`config.mk`:
```
export PLATFORM = sky130hd
export DESIGN_NAME = backlight_regs
export DESIGN_NICKNAME = d
export VERILOG_FILES = /design/src/design/backlight_regs_pkg.sv /design/src/design/fault_summary_if.sv /design/src/design/fault_summary.sv /design/src/design/backlight_regs.sv
export VERILOG_INCLUDE_DIRS = /design/src /design/src/design
export SDC_FILE = /design/constraint.sdc
export NUM_CORES = 1
export LEC_CHECK = 0
export BUFFER_PORTS_ARGS = -buffer_cell sky130_fd_sc_hd__buf_2
export CAP_MARGIN = 20
export CELL_PAD_IN_SITES_DETAIL_PLACEMENT = 2
export CELL_PAD_IN_SITES_GLOBAL_PLACEMENT = 2
export CORE_ASPECT_RATIO = 1.25
export CORE_MARGIN = 1
export CORE_UTILIZATION = 31
export DETAILED_ROUTE_END_ITERATION = 6
export GPL_TIMING_DRIVEN = 0
export PLACE_DENSITY_LB_ADDON = 0.05
export REMOVE_ABC_BUFFERS = 1
export SLEW_MARGIN = 10
export SYNTH_ARGS = -nofsm -noshare
export SYNTH_HDL_FRONTEND = slang
export SYNTH_SLANG_ARGS = --single-unit
```
`constraint.sdc`:
```
create_clock -name clk_sys_i -period 1.57 [get_ports clk_sys_i]
set_clock_uncertainty 0.15 [all_clocks]
set_input_delay 0.2355 -clock clk_sys_i [delete_from_list [all_inputs] [get_ports clk_sys_i]]
set_output_delay 0.2355 -clock clk_sys_i [all_outputs]
set_load 0.02 [all_outputs]
```
`src/design/backlight_regs_params.svh`:
```
// Register offsets, field positions, reset values and rule summary for the backlight register bank
// Summary of operation
// - Status bits 7 and 6 read zero; writes to them are ignored.
// - Status bits are read-only except the summary error flag, clearable by host.
// - Status bit 3 reads one while backlight is on.
// - Summary flag set by OR of thermal, overcurrent, one-down, two-down; never by bit 3.
// - Bit 4 reads one when one or more channels are faulted out.
// - Bit 5 reads one when two or more channels are faulted out.
// - Enable on then immediately off records no fault.
// - Summary flag stays set after its cause goes away until cleared.
// - Summary flag clears on enable-bit toggle or a written zero.
// - After a clear the flag sets again if the fault persists or recurs.
// - Loss of backlight supply is never reported as a fault.
// - Bit 2 shows input overcurrent, bit 1 shows thermal shutdown, live.
// - Status register resets to all zeros.
// - ID holds one in bit 7, maker code in 6..3, revision in 2..0.
// - ID register is read-only with bit 7 always one.
// - Maker codes 10 to 14 reserved, 15 means none, lower values name vendors.
// - Revision starts at zero and counts up per released silicon.
// - DC level register is read/write, 256 linear codes, changes only DC level.
// - DC level reads back current value and resets to full scale.
// - Setup register picks short threshold or none and boost frequency; resets all ones.
// - Setup bit 1 zero disables short detect; else bit 0 one high, zero low threshold.
// - Setup bit 2 one selects fast boost frequency, zero the slow one.
// - Backlight enable bit turns backlight on at one; defaults to zero.
`ifndef BACKLIGHT_REGS_PARAMS_SVH
`define BACKLIGHT_REGS_PARAMS_SVH

`define OFF_FAULT_AND_STATUS 8'h02
`define OFF_IDENTIFICATION 8'h03
`define OFF_DC_CURRENT_LEVEL 8'h07
`define OFF_PROTECTION_SETUP 8'h08

`define STAT_SUMMARY_BIT 0
`define STAT_THERMAL_BIT 1
`define STAT_OVERCURRENT_BIT 2
`define STAT_BL_ON_BIT 3
`define STAT_ONE_DOWN_BIT 4
`define STAT_MULTI_DOWN_BIT 5

`define SETUP_SC_LEVEL_BIT 0
`define SETUP_SC_ENABLE_BIT 1
`define SETUP_FREQ_BIT 2

`define RST_FAULT_AND_STATUS 8'h00
`define RST_DC_CURRENT_LEVEL 8'hff
`define RST_PROTECTION_SETUP 8'hff
`define ID_FIXED_TOP 1'h1
`define MAKER_CODE_NONE 4'hf

`endif

```
`src/design/backlight_regs_pkg.sv`:
```
// Types shared by the backlight register bank
package backlight_regs_pkg;
  typedef enum logic [1:0] {
    SC_DISABLED = 2'b00,
    SC_LOW = 2'b10,
    SC_HIGH = 2'b11
  } short_mode_t;

  typedef struct packed {
    logic summary;
    logic en_prev;
    logic [7:0] dc_level;
    logic [7:0] setup;
    logic [7:0] rdata;
  } bank_state_t;
endpackage

```
`src/design/fault_summary_if.sv`:
```
// Carrier between the bank and its fault summary unit
`timescale 1ns/1ps
`default_nettype none
interface fault_summary_if;
  logic thermal;
  logic overcurrent;
  logic one_down;
  logic multi_down;
  logic any_fault;
  modport src (output thermal, output overcurrent, output one_down, output multi_down,
    output any_fault);
  modport dst (input thermal, input overcurrent, input one_down, input multi_down,
    input any_fault);
endinterface
`default_nettype wire

```
`src/design/fault_summary.sv`:
```
// Fault condition qualifier and string-down counter
`timescale 1ns/1ps
`default_nettype none
module fault_summary #(
  parameter int CHANNELS = 6
) (
  input wire logic [CHANNELS-1:0] chan_down_i,
  input wire logic thermal_i,
  input wire logic overcurrent_i,
  input wire logic supply_ok_i,
  fault_summary_if.src fs
);
  function automatic logic [3:0] count_ones(input logic [CHANNELS-1:0] v);
    logic [3:0] n;
    n = 4'h0;
    for (int i = 0; i < CHANNELS; i++) begin
      n = n + {3'h0, v[i]};
    end
    return n;
  endfunction

  logic [CHANNELS-1:0] chan_down_masked;
  logic [3:0] ndown;

  // Channel drop caused by supply loss is not a fault
  assign chan_down_masked = supply_ok_i ? chan_down_i : '0;
  assign ndown = count_ones(chan_down_masked);
  assign fs.thermal = thermal_i;
  assign fs.overcurrent = overcurrent_i & supply_ok_i;
  assign fs.one_down = ndown >= 4'h1;
  assign fs.multi_down = ndown >= 4'h2;
  assign fs.any_fault = fs.thermal | fs.overcurrent | fs.one_down | fs.multi_down;
endmodule
`default_nettype wire

```
`src/design/backlight_regs.sv`:
```
// Status, identification, DC level and setup registers of the backlight driver
`timescale 1ns/1ps
`default_nettype none
`include "backlight_regs_params.svh"
module backlight_regs #(
  parameter int CHANNELS = 6,
  parameter logic [3:0] MAKER_CODE = `MAKER_CODE_NONE, // Arbitrary value
  parameter logic [2:0] SILICON_REV = 3'h0
) (
  input wire logic clk_sys_i,
  input wire logic arst_n_i,
  input wire logic wr_en_i,
  input wire logic rd_en_i,
  input wire logic [7:0] addr_i,
  input wire logic [7:0] wdata_i,
  output logic [7:0] rdata_o,
  input wire logic backlight_enable_bit_i,
  input wire logic backlight_on_i,
  input wire logic [CHANNELS-1:0] chan_down_i,
  input wire logic thermal_i,
  input wire logic overcurrent_i,
  input wire logic supply_ok_i,
  output logic [7:0] dc_level_field_o,
  output backlight_regs_pkg::short_mode_t short_mode_o,
  output logic boost_frequency_select_o
);
  backlight_regs_pkg::bank_state_t s_q;
  backlight_regs_pkg::bank_state_t s_d;
  fault_summary_if fs_if ();
  logic [7:0] status;
  logic [7:0] ident;
  logic clr_write;
  logic clr_toggle;
  logic wr_status;
  logic wr_ident;
  logic wr_dc;
  logic wr_setup;
  logic rd_status;
  logic rd_ident;
  logic rd_dc;
  logic rd_setup;

  // Strobe qualified by a register offset
  function automatic logic bus_hit(input logic en, input logic [7:0] addr,
                                   input logic [7:0] off);
    return en && addr == off;
  endfunction

  assign wr_status = bus_hit(wr_en_i, addr_i, `OFF_FAULT_AND_STATUS);
  assign wr_ident = bus_hit(wr_en_i, addr_i, `OFF_IDENTIFICATION);
  assign wr_dc = bus_hit(wr_en_i, addr_i, `OFF_DC_CURRENT_LEVEL);
  assign wr_setup = bus_hit(wr_en_i, addr_i, `OFF_PROTECTION_SETUP);
  assign rd_status = bus_hit(rd_en_i, addr_i, `OFF_FAULT_AND_STATUS);
  assign rd_ident = bus_hit(rd_en_i, addr_i, `OFF_IDENTIFICATION);
  assign rd_dc = bus_hit(rd_en_i, addr_i, `OFF_DC_CURRENT_LEVEL);
  assign rd_setup = bus_hit(rd_en_i, addr_i, `OFF_PROTECTION_SETUP);

  fault_summary #(.CHANNELS(CHANNELS)) u_fault (
    .chan_down_i(chan_down_i),
    .thermal_i(thermal_i),
    .overcurrent_i(overcurrent_i),
    .supply_ok_i(supply_ok_i),
    .fs(fs_if.src)
  );

  always_comb begin
    status = 8'h00;
    status[`STAT_SUMMARY_BIT] = s_q.summary;
    status[`STAT_THERMAL_BIT] = fs_if.thermal;
    status[`STAT_OVERCURRENT_BIT] = fs_if.overcurrent;
    status[`STAT_BL_ON_BIT] = backlight_on_i;
    status[`STAT_ONE_DOWN_BIT] = fs_if.one_down;
    status[`STAT_MULTI_DOWN_BIT] = fs_if.multi_down;
  end

  assign ident = {`ID_FIXED_TOP, MAKER_CODE, SILICON_REV};
  // Only bit 0 written low clears; other status bits are not writable
  assign clr_write = wr_status && !wdata_i[`STAT_SUMMARY_BIT];
  assign clr_toggle = backlight_enable_bit_i != s_q.en_prev;

  always_comb begin
    s_d = s_q;
    s_d.en_prev = backlight_enable_bit_i;
    // Set wins over clear; quick on/off with no fault leaves flag clear
    if (fs_if.any_fault) begin
      s_d.summary = 1'b1;
    end else if (clr_write || clr_toggle) begin
      s_d.summary = 1'b0;
    end
    if (wr_en_i) begin
      unique case (addr_i)
        `OFF_DC_CURRENT_LEVEL: s_d.dc_level = wdata_i;
        `OFF_PROTECTION_SETUP: s_d.setup = wdata_i;
        default: ;
      endcase
    end
    s_d.rdata = s_q.rdata;
    if (rd_en_i) begin
      unique case (addr_i)
        `OFF_FAULT_AND_STATUS: s_d.rdata = status;
        `OFF_IDENTIFICATION: s_d.rdata = ident;
        `OFF_DC_CURRENT_LEVEL: s_d.rdata = s_q.dc_level;
        `OFF_PROTECTION_SETUP: s_d.rdata = s_q.setup;
        default: s_d.rdata = 8'h00;
      endcase
    end
  end

  always_ff @(posedge clk_sys_i or negedge arst_n_i) begin
    if (!arst_n_i) begin
      s_q.summary <= 1'b0;
      s_q.en_prev <= 1'b0;
      s_q.dc_level <= `RST_DC_CURRENT_LEVEL;
      s_q.setup <= `RST_PROTECTION_SETUP;
      s_q.rdata <= 8'h00;
    end else begin
      s_q <= s_d;
    end
  end

  assign rdata_o = s_q.rdata;
  assign dc_level_field_o = s_q.dc_level;
  // Bit 1 low disables detection regardless of bit 0
  assign short_mode_o = s_q.setup[`SETUP_SC_ENABLE_BIT]
    ? (s_q.setup[`SETUP_SC_LEVEL_BIT] ? backlight_regs_pkg::SC_HIGH
                                      : backlight_regs_pkg::SC_LOW)
    : backlight_regs_pkg::SC_DISABLED;
  assign boost_frequency_select_o = s_q.setup[`SETUP_FREQ_BIT];

  a_summary_sets: assert property (
    @(posedge clk_sys_i) disable iff (!arst_n_i)
    fs_if.any_fault |=> s_q.summary)
    else $error("summary flag not set by fault");

  a_summary_holds: assert property (
    @(posedge clk_sys_i) disable iff (!arst_n_i)
    s_q.summary && !clr_write && !clr_toggle |=> s_q.summary)
    else $error("summary flag dropped without clear");

  a_clear_works: assert property (
    @(posedge clk_sys_i) disable iff (!arst_n_i)
    (clr_write || clr_toggle) && !fs_if.any_fault |=> !s_q.summary)
    else $error("summary flag not cleared");

  a_one_no_clear: assert property (
    @(posedge clk_sys_i) disable iff (!arst_n_i)
    s_q.summary && wr_status && wdata_i[`STAT_SUMMARY_BIT] && !clr_toggle |=> s_q.summary)
    else $error("writing one cleared summary");

  a_id_top: assert property (
    @(posedge clk_sys_i) disable iff (!arst_n_i)
    rd_ident |=> rdata_o[7])
    else $error("id top bit not one");

  a_status_reserved: assert property (
    @(posedge clk_sys_i) disable iff (!arst_n_i)
    rd_status |=> rdata_o[7:6] == 2'b00)
    else $error("reserved status bits nonzero");

  a_multi_implies_one: assert property (
    @(posedge clk_sys_i) disable iff (!arst_n_i)
    fs_if.multi_down |-> fs_if.one_down)
    else $error("two down without one down");

  a_dc_write: assert property (
    @(posedge clk_sys_i) disable iff (!arst_n_i)
    wr_dc |=> dc_level_field_o == $past(wdata_i))
    else $error("dc level not written");

  a_short_off: assert property (
    @(posedge clk_sys_i) disable iff (!arst_n_i)
    !s_q.setup[`SETUP_SC_ENABLE_BIT] |-> short_mode_o == backlight_regs_pkg::SC_DISABLED)
    else $error("short detect not disabled");

  a_supply_loss: assert property (
    @(posedge clk_sys_i) disable iff (!arst_n_i)
    !supply_ok_i && !thermal_i |-> !fs_if.any_fault)
    else $error("supply loss reported as fault");

  a_id_fields: assert property (
    @(posedge clk_sys_i) disable iff (!arst_n_i)
    rd_ident |=> rdata_o[6:3] == MAKER_CODE && rdata_o[2:0] == SILICON_REV)
    else $error("id fields wrong");

  a_bl_on_read: assert property (
    @(posedge clk_sys_i) disable iff (!arst_n_i)
    rd_status |=> rdata_o[`STAT_BL_ON_BIT] == $past(backlight_on_i))
    else $error("backlight on bit wrong");

  a_thermal_read: assert property (
    @(posedge clk_sys_i) disable iff (!arst_n_i)
    rd_status |=> rdata_o[`STAT_THERMAL_BIT] == $past(thermal_i))
    else $error("thermal bit wrong");

  a_overcurrent_read: assert property (
    @(posedge clk_sys_i) disable iff (!arst_n_i)
    rd_status |=> rdata_o[`STAT_OVERCURRENT_BIT] == $past(overcurrent_i && supply_ok_i))
    else $error("overcurrent bit wrong");

  a_one_down_read: assert property (
    @(posedge clk_sys_i) disable iff (!arst_n_i)
    rd_status |=> rdata_o[`STAT_ONE_DOWN_BIT] == $past(supply_ok_i && (|chan_down_i)))
    else $error("one down bit wrong");

  a_summary_read: assert property (
    @(posedge clk_sys_i) disable iff (!arst_n_i)
    rd_status |=> rdata_o[`STAT_SUMMARY_BIT] == $past(s_q.summary))
    else $error("summary bit readback wrong");

  a_bl_no_set: assert property (
    @(posedge clk_sys_i) disable iff (!arst_n_i)
    !s_q.summary && !fs_if.any_fault |=> !s_q.summary)
    else $error("summary set without fault");

  a_quick_toggle: assert property (
    @(posedge clk_sys_i) disable iff (!arst_n_i)
    !s_q.summary && !fs_if.any_fault && clr_toggle |=> !s_q.summary)
    else $error("enable toggle recorded a fault");

  a_set_after_clear: assert property (
    @(posedge clk_sys_i) disable iff (!arst_n_i)
    (clr_write || clr_toggle) && fs_if.any_fault |=> s_q.summary)
    else $error("persisting fault not set again");

  a_thermal_sets: assert property (
    @(posedge clk_sys_i) disable iff (!arst_n_i)
    thermal_i |=> s_q.summary)
    else $error("thermal did not set summary");

  a_overcurrent_sets: assert property (
    @(posedge clk_sys_i) disable iff (!arst_n_i)
    overcurrent_i && supply_ok_i |=> s_q.summary)
    else $error("overcurrent did not set summary");

  a_down_sets: assert property (
    @(posedge clk_sys_i) disable iff (!arst_n_i)
    supply_ok_i && (|chan_down_i) |=> s_q.summary)
    else $error("string down did not set summary");

  a_supply_mask: assert property (
    @(posedge clk_sys_i) disable iff (!arst_n_i)
    !supply_ok_i |-> !fs_if.overcurrent && !fs_if.one_down && !fs_if.multi_down)
    else $error("fault shown during supply loss");

  a_one_down_live: assert property (
    @(posedge clk_sys_i) disable iff (!arst_n_i)
    fs_if.one_down == (supply_ok_i && (|chan_down_i)))
    else $error("one down flag wrong");

  a_multi_down_live: assert property (
    @(posedge clk_sys_i) disable iff (!arst_n_i)
    fs_if.multi_down == (supply_ok_i && $countones(chan_down_i) > 1))
    else $error("two down flag wrong");

  a_ident_write: assert property (
    @(posedge clk_sys_i) disable iff (!arst_n_i)
    wr_ident |=> s_q.dc_level == $past(s_q.dc_level) && s_q.setup == $past(s_q.setup))
    else $error("id write changed a register");

  a_setup_write: assert property (
    @(posedge clk_sys_i) disable iff (!arst_n_i)
    wr_setup |=> s_q.setup == $past(wdata_i))
    else $error("setup not written");

  a_setup_read: assert property (
    @(posedge clk_sys_i) disable iff (!arst_n_i)
    rd_setup |=> rdata_o == $past(s_q.setup))
    else $error("setup readback wrong");

  a_dc_read: assert property (
    @(posedge clk_sys_i) disable iff (!arst_n_i)
    rd_dc |=> rdata_o == $past(dc_level_field_o))
    else $error("dc level readback wrong");

  a_dc_only: assert property (
    @(posedge clk_sys_i) disable iff (!arst_n_i)
    wr_dc |=> s_q.setup == $past(s_q.setup))
    else $error("dc write changed setup");

  a_short_low: assert property (
    @(posedge clk_sys_i) disable iff (!arst_n_i)
    s_q.setup[1] && !s_q.setup[0] |-> short_mode_o == backlight_regs_pkg::SC_LOW)
    else $error("low threshold not selected");

  a_short_high: assert property (
    @(posedge clk_sys_i) disable iff (!arst_n_i)
    s_q.setup[1] && s_q.setup[0] |-> short_mode_o == backlight_regs_pkg::SC_HIGH)
    else $error("high threshold not selected");

  a_freq_select: assert property (
    @(posedge clk_sys_i) disable iff (!arst_n_i)
    wr_setup |=> boost_frequency_select_o == $past(wdata_i[`SETUP_FREQ_BIT]))
    else $error("boost frequency select wrong");

  a_enable_tracks: assert property (
    @(posedge clk_sys_i) disable iff (!arst_n_i)
    1'b1 |=> s_q.en_prev == $past(backlight_enable_bit_i))
    else $error("enable reference not tracked");

  a_status_no_write: assert property (
    @(posedge clk_sys_i) disable iff (!arst_n_i)
    wr_status |=> s_q.dc_level == $past(s_q.dc_level) && s_q.setup == $past(s_q.setup))
    else $error("status write changed a register");

  a_write_zero_clears: assert property (
    @(posedge clk_sys_i) disable iff (!arst_n_i)
    clr_write && !clr_toggle && !fs_if.any_fault |=> !s_q.summary)
    else $error("written zero did not clear");
endmodule
`default_nettype wire

```
==> impl_metrics.ini <==
[yosys]
synthArstFlopShare = 1.00
synth-seq-cells = 26
synth_area_sq_mm = 0.00155
netlist.area_leader.share = 0.272
seq_area_frac_synth = 0.434
synthDistinctLibCells = 35
synth-edff-count = 0
yosys.area.top_type = dfstp_2
synth_area_leaders = dfstp_2 (27%), dfrtp_1 (16%), mux2_2 (12%)
ys_warn_count = 0
synth_cells = 138
avgSynthCellArea_sq_um = 11.2
dominantRegCellSynth = dfstp_2

[finish]
multiInputGateArea_sq_um = 744
fillCellCount = 539
finish.utilization = 0.394
regArea_sq_um = 671
postLayoutCellArea_sq_mm = 0.00188
antenna_cells = 0
area_growth_pct = 21.3
drive_gt1_frac = 0.591
layout.cells.non_filler = 236
fin_nets = 212

[clocking]
cts_tree = yes
cts_root_buffer = clkbuf_8
clock_latency_ns = 0.27
path_clk_slew_ns = 0.09
cts_made_buffers = 3
cts_sinks = 26
htreeDepth = 1
cts_buffer_depth = 2

[run_status]
violations = setup timing
status = complete, but fails checks

[place]
place_ws_ns = -1.64
gp_congestion = 0.707
post_dp_cell_area_sq_mm = 0.00173
dp_cells = 228
dp_hpwl_um = 2960
portBuffers = 49

[timing]
fmax_mhz = 386
grt_setup_unrepaired = true
fin_crit_sh = 1.65
layout_setup_ws_ns = -1.02
min_period_ns = 2.59
slew_violations = 0
tightest_slew_ns = 0.601
finalHoldViolations = 0
slew_headroom = 0.599
setup_viol = 3

[worst_setup_path]
critPathSlowestCell = fa_1
critPathLaunchType = primary input
timing.rr.end = rdata_o[1]
cp_max_fo = 3
startpoint = chan_down_i[1]
cp.required_ns = 1.57
path_cells = buf_6, and2_4, ha_4, fa_1, inv_2, fa_2, inv_2, fa_1, nor2_4, a31oi_2, a31oi_1, o31ai_1
cp.arrival_ns = 2.59
worstSetupPathType = in2reg
rr_worst_depth = 4
end_kind = flip-flop
r2r_start = s_q[9]
critPathCapture = rdata_o[4]
r2r_slack_ns = 0.33
cpPeakStageDelay_ns = 0.51

[hold_path]
hp-class = in2reg

[routing]
vias_per_cell = 4.88
final_antenna_net_count = 0
vias = 1152
drt_pass1_iterations = 3
remaining_drc_errors = 0
wl_per_cell_um = 16.1
drt_iter0_drc = 15
routed_wl_um = 3800

[floorplan]
rows = 28
ios = 50
die_h_um = 81.0
core_sq_mm = 0.00476
start_util = 0.325
die_x_um = 65.2
design.die.area_sq_mm = 0.00528

[grt]
grt_max_degree = 27
grt.overflow.total = 0
grt_usage = 0.152
grt_pass1_vias = 1238
antenna_found_initial = 0
grt_pass1_wl_um = 6000

[power_and_ir_drop]
p_int_mw = 1.05
p_sw_frac = 0.261
clkPwrFrac = 0.307
power_density_mw_per_mm2 = 759
p_comb_frac = 0.183
pwr-share-seq = 0.510
ir_drop_mv = 0.261
switchingPower_uw = 372
p_leak_nw = 0.845

[run]
drv_cap = 0
[worst max-delay path, delay by kind of cell]
| family | cells | cell delay [ns] |
|---|---|---|
| buffers and inverters | 3 | 0.20 |
| adders and majority gates | 4 | 1.51 |
| and+or+nand+nor | 2 | 0.28 |
| AOI/OAI and AO/OA | 3 | 0.36 |
[flip-flops by register name (all words and copies together), names as in the netlist]
name,count
rdata_o,8
s_q,9
boost_frequency_select_o,1
dc_level_field_o,8
[power groups by stage]
stage                     Sequential, mW  Clock [mW]  Combinational (mW)
final                              0.725       0.437               0.260
after global routing               0.728       0.483               0.290
after CTS                          0.726       0.463               0.250
after detailed placement           0.737           0               0.228
after global placement             0.735           0               0.220
after floorplan                    0.749           0               0.101
[per-stage QoR]
stage / power [mW] / hold slack [ns] / TNS (ns)
after floorplan: 0.850 / -0.210 / -3.79
after global placement: 0.956 / 0.126 / -6.87
after detailed placement: 0.965 / 0.133 / -7.75
after CTS: 1.44 / 0.0503 / -2.77
after global routing: 1.50 / 0.0475 / -3.10
final: 1.42 / 0.0549 / -2.85
[cell usage after synthesis (all sizes together), types with 4 or more instances]
cell type / count
mux2: 16
and2: 5
nand3b: 5
o22ai: 5
a21oi: 11
nand2b: 4
dfstp: 16
inv: 9
buf: 18
dfrtp: 10
nand2: 5
[layout by cell type (no fill, tap or decap), drive strengths merged, types with 2 or more instances in the layout]
cell          n
nand3b        5
o21ai         3
buf          51
a31oi         3
inv           9
dfrtp        10
and3          2
nand3         3
clkbuf        4
fa            3
nor4          2
nand2b        4
a21oi        11
and2          5
dlygate4sd3   2
nand2         5
nor2          3
a21boi        3
o31ai         2
o22ai         5
mux2         16
dfstp        16
[worst min path at each step]
stage,cells after the start,startpoint,endpoint
CTS,2,wdata_i[4],dc_level_field_o[4]
global placement,1,arst_n_i,s_q[24]
global route,2,wdata_i[2],boost_frequency_select_o
floorplan,0,arst_n_i,rdata_o[0]
detailed placement,1,arst_n_i,rdata_o[2]
finish,2,wdata_i[1],s_q[9]
[cell families after synthesis]
logic type	Yosys count	synth area share
buffers and inverters	28	0.109
adders and majority gates	4	0.0469
xor gates and xnor gates	1	0.00566
AOI/OAI and AO/OA	30	0.128
DFF	26	0.434
muxes	16	0.117
and+or+nand+nor	33	0.160
[area by class of cell]
class | count | area share
Clock buffer | 4 | 0.0294
Tap cell | 60 | 0.0400
Multi-Input combinational cell | 84 | 0.397
Timing Repair Buffer | 53 | 0.158
Inverter | 9 | 0.0180
Sequential cell | 26 | 0.358
[repair_timing]
item | 4_1_cts | 5_1_grt
setup endpoints to repair | 3 | 3
hold buffers | 2 | 0
pin swaps | 9 | 3
gates resized for setup | 11 | 4
cloned | 0 | 0
hold endpoints to repair | 11 | 0
setup buffers | 2 | 0
[per-layer routing]
metal	wire length, um	track usage
met5	0	0
met4	23	0.0522
met3	148	0.0197
met2	2020	0.272
met1	1610	0.187
(Power assumes the default switching activity.)
